$ cat src/tick_timer_pkg.sv
package tick_timer_pkg;

    // =====================================================
    // Widths
    localparam int unsigned COUNT_W = 24;
    localparam int unsigned ADDR_W  = 8;
    localparam int unsigned DATA_W  = 32;

    // =====================================================
    // Register offsets (byte addresses)
    localparam logic [ADDR_W-1:0] OFS_CTRL_STATUS = 8'h00;
    localparam logic [ADDR_W-1:0] OFS_RELOAD      = 8'h04;
    localparam logic [ADDR_W-1:0] OFS_CURRENT     = 8'h08;

    // =====================================================
    // Control and status fields
    localparam int unsigned CSR_ENABLE_BIT = 0;
    localparam int unsigned CSR_WRAP_BIT   = 16;

    // =====================================================
    // Reset values and constants
    localparam logic [COUNT_W-1:0] COUNT_ZERO   = 24'h000000;
    localparam logic [COUNT_W-1:0] COUNT_ONE    = 24'h000001;
    localparam logic [COUNT_W-1:0] RELOAD_RESET = 24'h000000;
    localparam logic [COUNT_W-1:0] CURRENT_INIT = 24'h000000;
    localparam logic [DATA_W-1:0]  DATA_ZERO    = 32'h00000000;

    // =====================================================
    // Register bus request
    typedef struct packed {
        logic              wr;
        logic              rd;
        logic [ADDR_W-1:0] addr;
        logic [DATA_W-1:0] wdata;
    } bus_req_t;

    // Timer state seen by the read port
    typedef struct packed {
        logic               enable;
        logic               wrap_flag;
        logic [COUNT_W-1:0] reload;
        logic [COUNT_W-1:0] current;
    } tick_view_t;

    // Counter action for one cycle
    typedef enum logic [1:0] {
        ACT_HOLD   = 2'b00,
        ACT_DEC    = 2'b01,
        ACT_RELOAD = 2'b10,
        ACT_CLEAR  = 2'b11
    } count_act_t;

endpackage

$ cat src/tick_read_port.sv
`timescale 1ns/1ps
`default_nettype none

module tick_read_port
    import tick_timer_pkg::*;
(
    // Clock and reset
    input  wire logic                i_core_clk,
    input  wire logic                i_nrst,
    // Read request
    input  wire logic                i_rd,
    input  wire logic [ADDR_W-1:0]   i_addr,
    input  wire tick_view_t          i_view,
    // Read answer
    output logic      [DATA_W-1:0]   o_rdata
);

    logic [DATA_W-1:0] rdata_q;
    logic [DATA_W-1:0] rdata_d;

    // =====================================================
    // Read mux; data stand only in the cycle after the strobe
    always_comb begin
        rdata_d = DATA_ZERO;
        if (i_rd) begin
            case (i_addr)
                OFS_CTRL_STATUS: begin
                    rdata_d[CSR_ENABLE_BIT] = i_view.enable;
                    rdata_d[CSR_WRAP_BIT]   = i_view.wrap_flag;
                end
                OFS_RELOAD: begin
                    rdata_d[COUNT_W-1:0] = i_view.reload;
                end
                OFS_CURRENT: begin
                    rdata_d[COUNT_W-1:0] = i_view.current;
                end
                default: begin
                    rdata_d = DATA_ZERO;
                end
            endcase
        end
    end

    always_ff @(posedge i_core_clk or negedge i_nrst) begin
        if (!i_nrst) begin
            rdata_q <= DATA_ZERO;
        end else begin
            rdata_q <= rdata_d;
        end
    end

    assign o_rdata = rdata_q;

endmodule

`default_nettype wire

$ cat src/system_tick_timer.sv
// Function
// - 24-bit down counter wrapping at zero
// - Enabled: decrement by one per clock
// - After zero, load reload value next clock
// - Set wrap flag on transition to zero
// - Reading control/status clears wrap flag
// - Current value undefined at reset
// - Any current-value write clears counter
// - Zero reload keeps counter at zero
//
// The plain strobed port and the register addresses were chosen for this implementation.
`timescale 1ns/1ps
`default_nettype none

module system_tick_timer
    import tick_timer_pkg::*;
(
    // Clock and reset
    input  wire logic                i_core_clk,
    input  wire logic                i_nrst,
    // Register port
    input  wire bus_req_t            i_bus,
    output logic      [DATA_W-1:0]   o_rdata,
    // Timer status
    output logic                     o_enabled,
    output logic                     o_wrap_flag,
    output logic                     o_wrap_pulse,
    output logic      [COUNT_W-1:0]  o_current
);

    // =====================================================
    // State
    logic               enable_q;
    logic               enable_d;
    logic [COUNT_W-1:0] reload_q;
    logic [COUNT_W-1:0] reload_d;
    logic [COUNT_W-1:0] current_q;
    logic [COUNT_W-1:0] current_d;
    logic               wrap_flag_q;
    logic               wrap_flag_d;
    logic               wrap_pulse_q;
    logic               wrap_pulse_d;
    count_act_t         act;
    logic               hit_zero;
    tick_view_t         view;
    logic               wrap_set;
    logic               wrap_clr;

    // =====================================================
    // Register decode
    logic wr_ctrl;
    logic wr_reload;
    logic wr_current;
    logic rd_ctrl;

    // Unmapped offsets decode to nothing, so stray writes are dropped
    always_comb begin
        wr_ctrl    = 1'h0;
        wr_reload  = 1'h0;
        wr_current = 1'h0;
        rd_ctrl    = 1'h0;
        case (i_bus.addr)
            OFS_CTRL_STATUS: begin
                wr_ctrl = i_bus.wr;
                rd_ctrl = i_bus.rd;
            end
            OFS_RELOAD: begin
                wr_reload = i_bus.wr;
            end
            OFS_CURRENT: begin
                wr_current = i_bus.wr;
            end
            default: begin
                wr_ctrl = 1'h0;
            end
        endcase
    end

    // =====================================================
    // Enable bit; takes effect on the clock after the write
    always_comb begin
        enable_d = enable_q;
        if (wr_ctrl) begin
            enable_d = i_bus.wdata[CSR_ENABLE_BIT];
        end
    end

    always_ff @(posedge i_core_clk or negedge i_nrst) begin
        if (!i_nrst) begin
            enable_q <= 1'h0;
        end else begin
            enable_q <= enable_d;
        end
    end

    // =====================================================
    // Reload value; a new value is used at the next wrap, not at once
    always_comb begin
        reload_d = reload_q;
        if (wr_reload) begin
            reload_d = i_bus.wdata[COUNT_W-1:0];
        end
    end

    always_ff @(posedge i_core_clk or negedge i_nrst) begin
        if (!i_nrst) begin
            reload_q <= RELOAD_RESET;
        end else begin
            reload_q <= reload_d;
        end
    end

    // =====================================================
    // Counter action; a software clear beats counting
    always_comb begin
        if (wr_current) begin
            act = ACT_CLEAR;
        end else if (!enable_q) begin
            act = ACT_HOLD;
        end else if (current_q == COUNT_ZERO) begin
            act = ACT_RELOAD;
        end else begin
            act = ACT_DEC;
        end
    end

    // Only a decrement from one is a transition to zero;
    // reloading zero or clearing does not count as one.
    always_comb begin
        hit_zero = (act == ACT_DEC) && (current_q == COUNT_ONE);
    end

    always_comb begin
        case (act)
            ACT_HOLD: begin
                current_d = current_q;
            end
            ACT_DEC: begin
                current_d = current_q - COUNT_ONE;
            end
            ACT_RELOAD: begin
                // Zero reload leaves the counter parked at zero
                current_d = reload_q;
            end
            ACT_CLEAR: begin
                current_d = COUNT_ZERO;
            end
            default: begin
                current_d = current_q;
            end
        endcase
    end

    // Reset value serves simulation only; software must clear the
    // counter before enabling, since its contents are undefined
    always_ff @(posedge i_core_clk or negedge i_nrst) begin
        if (!i_nrst) begin
            current_q <= CURRENT_INIT;
        end else begin
            current_q <= current_d;
        end
    end

    // =====================================================
    // Wrap events; a read landing on a wrap must not lose the wrap
    always_comb begin
        wrap_set = hit_zero;
        wrap_clr = rd_ctrl && !hit_zero;
    end

    // =====================================================
    // Wrap flag: a new wrap beats a clearing read
    always_comb begin
        wrap_flag_d = wrap_flag_q;
        if (wrap_clr) begin
            wrap_flag_d = 1'h0;
        end
        if (wrap_set) begin
            wrap_flag_d = 1'h1;
        end
        wrap_pulse_d = wrap_set;
    end

    always_ff @(posedge i_core_clk or negedge i_nrst) begin
        if (!i_nrst) begin
            wrap_flag_q  <= 1'h0;
            wrap_pulse_q <= 1'h0;
        end else begin
            wrap_flag_q  <= wrap_flag_d;
            wrap_pulse_q <= wrap_pulse_d;
        end
    end

    // =====================================================
    // Read path; the flag value returned is the one before clearing
    always_comb begin
        view.enable    = enable_q;
        view.wrap_flag = wrap_flag_q;
        view.reload    = reload_q;
        view.current   = current_q;
    end

    tick_read_port u_read_port (
        .i_core_clk (i_core_clk),
        .i_nrst     (i_nrst),
        .i_rd       (i_bus.rd),
        .i_addr     (i_bus.addr),
        .i_view     (view),
        .o_rdata    (o_rdata)
    );

    // =====================================================
    // Status outputs
    // Pulse is a status strobe only; any interrupt is wired outside
    assign o_enabled    = enable_q;
    assign o_wrap_flag  = wrap_flag_q;
    assign o_wrap_pulse = wrap_pulse_q;
    assign o_current    = current_q;

endmodule

`default_nettype wire

$ cat config.mk
export PLATFORM = sky130hd
export DESIGN_NAME = system_tick_timer
export DESIGN_NICKNAME = d
export VERILOG_FILES = /design/src/tick_timer_pkg.sv /design/src/tick_read_port.sv /design/src/system_tick_timer.sv
export SDC_FILE = /design/constraint.sdc
export NUM_CORES = 1
export LEC_CHECK = 0
export CORE_MARGIN = 3
export CORE_UTILIZATION = 60
export DETAILED_ROUTE_END_ITERATION = 10
export DONT_BUFFER_PORTS = 1
export PLACE_DENSITY = 0.76
export SLEW_MARGIN = 10
export SYNTH_ARGS = -nofsm -noshare
export SYNTH_HDL_FRONTEND = slang
export SYNTH_SLANG_ARGS = --single-unit
export TNS_END_PERCENT = 1
$ cat constraint.sdc
create_clock -name i_core_clk -period 5 [get_ports i_core_clk]
set_input_delay 1 -clock i_core_clk [delete_from_list [all_inputs] [get_ports i_core_clk]]
set_output_delay 1 -clock i_core_clk [all_outputs]
set_load 0.02 [all_outputs]
==> impl_metrics.yaml, run 1 <==
clock_network:
  cts_buffers: 9
  root_buffer: "clkbuf_8"
  cts_resized: 0
  cts_tree: "built"
  htree_levels: 3
  cts_hold_buf: 0
  clock_sinks: 75
  clockBufferDepth: 2
  postCtsSetupRepairBufs: 0
  insertion_delay_ns: 0.34
  clk_pin_slew_worst_paths_ns: 0.07
pwr:
  power_density_nw_per_um2: 372
  clock_power_share_pct: 25.9
  power_frac_comb_pct: 20.8
  p_switching_uw: 534
  p_int_uw: 958
  sw_frac_of_total_pct: 35.8
  ir_drop_v: 0.000215
  leakagePower_uw: 0.00170
  seqPwrFrac_pct: 53.3
floorplan:
  die_w_um: 86.4
  chipHeight_um: 86.4
  fp.dieArea_um2: 7460
  io_pins: 103
  start_util_pct: 63.6
  num_rows: 28
  core_area_um2: 6100
worst_setup_path:
  r2r_end: "o_current[2]$_DFFE_PN0P_"
  crit_type: "primary input to flop"
  crit_path_start: "i_bus[39]"
  worstSetupEndpoint: "reload_q[11]$_DFFE_PN0P_"
  r2r_start: "o_current[7]$_DFFE_PN0P_"
  cp.depth: 6
  r2r_setup_slack_ns: 1.86
  max_stage_delay_ns: 0.71
  end_kind: "flop"
  cp.required_ns: 5.22
  crit_path_start_kind: "primary input"
  ff2ff_path_depth: 5
  critPathTopFamily: "simple AND/OR/NAND/NOR gates"
  crit_chain: "or4_1, nor3_2, and3b_1, buf_4, nand2_1, mux2_2"
  crit_buf_inv: 1
  arrival_ns: 3.70
  slowest_stage: "nand2_1"
  path_max_fanout: 24
route:
  viasPerCell: 6.78
  finalWirelength_um: 9060
  wl_per_cell_um: 20.9
  drt-initial-drc-count: 287
  drt_first_pass_iters: 4
  drc: 0
  vias: 2944
  ant_nets: 0
timing:
  finalHoldViolations: 0
  maxSlewHeadroom_pct: 24.7
  fin_crit_sh_pct: 69.5
  clock_skew_ns: 0.00575
  tns_ns: 0
  rsz0062_at_grt: "false"
  worst_slew_pin_slew_ns: 1.13
  fin_crit_ns: 3.48
  setup_viol: 0
  max_freq_mhz: 288
  report.final.slew_viol_count: 0
run:
  maxCapViolCount: 0
global_routing:
  grt_pass1_wl_um: 14300
  antenna_found_initial: 0
  overflow: 0
  grt_max_degree: 76
  grt_pass1_vias: 2860
  grtUsageTotal_pct: 24.6
cells_and_area:
  finalInstanceArea_um2: 4010
  antenna_cells: 0
  area_growth_pct: 3.55
  fill_cells: 494
  nets: 401
  drive_gt1_share_pct: 16.4
synth:
  ys_types: 56
  synthArstFlopShare_pct: 100
  ys_seq_area_share_pct: 48.4
  synthesis.area_um2: 3880
  syn_area_per_cell_um2: 10.6
  synth-edff-count: 0
  synth_warnings: 0
  syn_inst: 365
  synth-main-ff-cell: "dfrtp_1"
  synth-seq-cells: 75
status:
  status: "finished clean"
place:
  place_area_um2: 3860
  place_hpwl_um: 5830
  gp_congestion: 0.876
  numPortBuffers: 0
hold_path:
  hp-class: "primary input to asynchronous set/reset pin"
[flip-flops by register name (all words and copies together) (netlist names)]
register and flops:
o_current 24, reload_q 24, u_read_port.o_rdata 24, o_enabled 1, o_wrap_flag 1, o_wrap_pulse 1
[cells by family after synthesis]
family	Yosys count	synth area share, %
buf+inv	37	4.81
simple gates	126	19.6
flops	75	48.4
compound gates	89	16.3
other cells	1	0.0967
fa+ha+maj	3	0.968
mux	34	9.81
[worst min path at each step]
| stage | start | endpoint | cells past startpoint |
|---|---|---|---|
| 2_1_floorplan | reload_q[22]$_DFFE_PN0P_ | reload_q[22]$_DFFE_PN0P_ | 1 |
| 3_3_place_gp | reload_q[7]$_DFFE_PN0P_ | reload_q[7]$_DFFE_PN0P_ | 1 |
| 3_5_place_dp | reload_q[5]$_DFFE_PN0P_ | reload_q[5]$_DFFE_PN0P_ | 1 |
| 4_1_cts | i_nrst | u_read_port.o_rdata[18]$_DFF_PN0_ | 0 |
| 5_1_grt | i_nrst | u_read_port.o_rdata[20]$_DFF_PN0_ | 0 |
| 6_report | i_nrst | u_read_port.o_rdata[20]$_DFF_PN0_ | 0 |
[stage by stage]
stage,std cells,setup WS [ns],hold WS (ns),power (uW),util (%)
final,434,1.52,0.349,1490,65.8
after global routing,434,1.38,0.323,1570,65.8
after CTS,434,1.53,0.335,1490,65.8
after floorplan,372,2.14,0.495,1030,-
after detailed placement,418,1.16,0.522,1110,63.3
after global placement,418,1.23,0.517,1100,63.3
[routing by layer]
layer | wire [um] | global-route usage (%)
met1 | 3940 | 33.2
met2 | 4290 | 38.2
met3 | 685 | 6.94
met4 | 144 | 8.92
met5 | 0 | 0
[power groups by stage]
stage / sequential [uW] / clock (uW) / combinational, uW
2_1_floorplan: 758 / 0 / 272
3_3_place_gp: 805 / 0 / 290
3_5_place_dp: 807 / 0 / 299
4_1_cts: 794 / 394 / 303
5_1_grt: 807 / 423 / 338
6_report: 795 / 387 / 310
[synth_stat cells (all sizes together) (3+ instances only)]
library cell / instances / area (um2)
mux2: 32 / 360
or4: 7 / 56.3
nand3: 7 / 35.0
a21o: 5 / 37.5
or2: 5 / 31.3
a2bb2oi: 4 / 35.0
o21ai: 19 / 95.1
nand2b: 3 / 18.8
nor2: 14 / 52.6
inv: 5 / 18.8
dfrtp: 75 / 1880
a21oi: 7 / 35.0
nand2: 22 / 82.6
nand4: 7 / 43.8
nor4: 11 / 118
ha: 3 / 37.5
a31oi: 6 / 37.5
nor3: 14 / 75.1
a22oi: 22 / 165
buf: 18 / 115
nor2b: 24 / 150
o31ai: 4 / 30.0
a32o: 8 / 80.1
clkbuf: 14 / 52.6
[cell usage in the layout (no fill, tap or decap), types with 7 or more instances in the layout]
cell type | synthesis | final
dfrtp_1 | 75 | 75
mux2_2 | 30 | 30
nor2b_1 | 24 | 24
a22oi_1 | 22 | 22
nand2_1 | 22 | 22
o21ai_0 | 19 | 19
nor2_1 | 14 | 14
nor3_1 | 13 | 13
clkbuf_8 | 0 | 9
a32o_1 | 8 | 8
conb_1 | 1 | 8
nand4_1 | 7 | 7
nand3_1 | 7 | 7
a21oi_1 | 7 | 7
[final cells by class]
type                            instances  area [um2]  share of cell area (%)
Multi-Input combinational cell        260        1850                    46.0
Tap cell                               75        93.8                    2.34
Inverter                                5        18.8                   0.468
Sequential cell                        75        1880                    46.8
Clock buffer                           13         139                    3.46
Clock inverter                          3        15.0                   0.374
Timing Repair Buffer                    3        22.5                   0.561
(Power assumes the default switching activity.)
==> inputs of run 2 (changes only) <==
Clock period 5 ns to 3.6 ns, I/O delays scaled along.
==> run 2 against run 1 <==
Wire length is 0.11% higher. Sequential power up 40%. Clock power grew 60%. Highest routed layer unchanged. Flip-flop and latch count did not move. Clock skew about the same. Global-route usage increased by 0.81 points. Largest cell class unchanged. Register-to-register slack got worse by 1.1 ns. Critical path depth grew 1.
==> impl_metrics.yaml, run 2 (same netlist as run 1, synthesis figures left out) <==
worst_setup_path:
  path_max_fanout: 8
  crit_type: "flop to flop"
  slowest_stage: "nor3_1"
  crit_path_start_kind: "flop"
  ff2ff_path_depth: 7
  arrival_ns: 3.04
  end_kind: "flop"
  r2r_setup_slack_ns: 0.80
  r2r_end: "o_current[22]$_DFFE_PN0P_"
  crit_chain: "inv_1, ha_1, nor4b_1, nand4_1, nor3_1, o21ai_0, a32o_1"
  r2r_start: "o_current[0]$_DFFE_PN0P_"
  max_stage_delay_ns: 0.73
  cp.required_ns: 3.83
timing:
  finalHoldViolations: 0
  fin_crit_ns: 2.80
  worst_slew_pin_slew_ns: 0.880
  maxSlewHeadroom_pct: 40.9
  holdWs_ns: 0.0637
  fin_crit_sh_pct: 77.9
  clock_skew_ns: 0.00622
  report.final.slew_viol_count: 0
  setup_viol: 0
  rsz0062_at_grt: "false"
  tns_ns: 0
  max_freq_mhz: 357
  worst_slack_ns: 0.797
place:
  place_area_um2: 3900
  place_hpwl_um: 5840
  numPortBuffers: 0
  dp_worst_setup_slack_ns: 0.895
  gp_congestion: 0.858
clock_network:
  cts_buffers: 9
  root_buffer: "clkbuf_8"
  cts_tree: "built"
  clockBufferDepth: 2
  cts_resized: 0
  insertion_delay_ns: 0.34
  postCtsSetupRepairBufs: 0
  htree_levels: 3
  clock_sinks: 75
  clk_pin_slew_worst_paths_ns: 0.07
  cts_hold_buf: 0
global_routing:
  gr-usage-met1_pct: 36.0
  grt_max_degree: 76
  top_usage_layer: "met2"
  grtUsageTotal_pct: 25.4
  grtUsageMet3_pct: 7.22
  overflow: 0
  grtUsageMet2_pct: 38.7
  antenna_found_initial: 0
  grt_pass1_wl_um: 14900
  grt_pass1_vias: 2891
route:
  viasPerCell: 6.73
  finalWirelength_um: 9070
  drt_first_pass_iters: 5
  drc: 0
  wl_per_cell_um: 20.7
  vias: 2953
  ant_nets: 0
  drt-initial-drc-count: 292
cells_and_area:
  mostFrequentLayoutCells: "dfrtp_1 (75), mux2_2 (30), nor2b_1 (24)"
  drive_gt1_share_pct: 18.1
  final_common_cell: "dfrtp_1"
  area_growth_pct: 5.49
  nets: 406
  antenna_cells: 0
  finalInstanceArea_um2: 4090
floorplan:
  num_rows: 28
  io_pins: 103
  core_area_um2: 6100
  start_util_pct: 63.6
  die_w_um: 86.4
  fp.dieArea_um2: 7460
  chipHeight_um: 86.4
pwr:
  power_density_nw_per_um2: 530
  ir_drop_v: 0.000349
  leakagePower_uw: 0.00174
hold_path:
  hp-class: "primary input to asynchronous set/reset pin"
status:
  status: "finished clean"
run:
  maxCapViolCount: 0
run 2: area by class of cell:
class	instances	area, um2
inverters	5	18.8
clock buffers	15	186
fillers	510	2010
clock inverters	1	5.00
well taps	75	93.8
multi-input cells	260	1850
repair buffers	8	60.1
flip-flops and latches	75	1880
run 2: layer usage:
layer / vias up / share of wire [%]
met5: - / 0
met4: 0 / 1.1
met3: 12 / 8.4
met2: 129 / 47
met1: 1468 / 44
li1: 1344 / -
run 2: where the power goes:
group / leakage, uW / total, uW / internal, uW / switching (uW)
clock network: 0.0000997 / 618 / 326 / 292
logic: 0.000641 / 444 / 190 / 254
registers: 0.00100 / 1110 / 903 / 203
run 2: critical path: cells and delay by family (launching register included):
family / cells / cell delay [ns]
compound gates: 2 / 0.45
fa+ha+maj: 1 / 0.22
simple gates: 3 / 1.31
flops: 1 / 0.54
buf+inv: 1 / 0.17
run 2: worst max path at each step:
stage | slack (ns) | depth (start not counted) | endpoint | from
final | 0.80 | 7 | o_current[22]$_DFFE_PN0P_ | o_current[0]$_DFFE_PN0P_
after global routing | 0.42 | 7 | o_current[22]$_DFFE_PN0P_ | o_current[0]$_DFFE_PN0P_
after CTS | 0.86 | 7 | o_current[22]$_DFFE_PN0P_ | o_current[0]$_DFFE_PN0P_
after detailed placement | 0.89 | 7 | o_current[22]$_DFFE_PN0P_ | o_current[0]$_DFFE_PN0P_
after global placement | 0.90 | 5 | o_current[22]$_DFFE_PN0P_ | o_current[19]$_DFFE_PN0P_
after floorplan | 1.02 | 5 | o_current[18]$_DFFE_PN0P_ | i_bus[39]
run 2: through the flow:
stage | cells | util (%) | power (uW)
floorplan | 372 | - | 1430
global placement | 423 | 63.9 | 1530
detailed placement | 423 | 63.9 | 1550
CTS | 439 | 67.1 | 2170
global route | 439 | 67.1 | 2290
finish | 439 | 67.1 | 2170
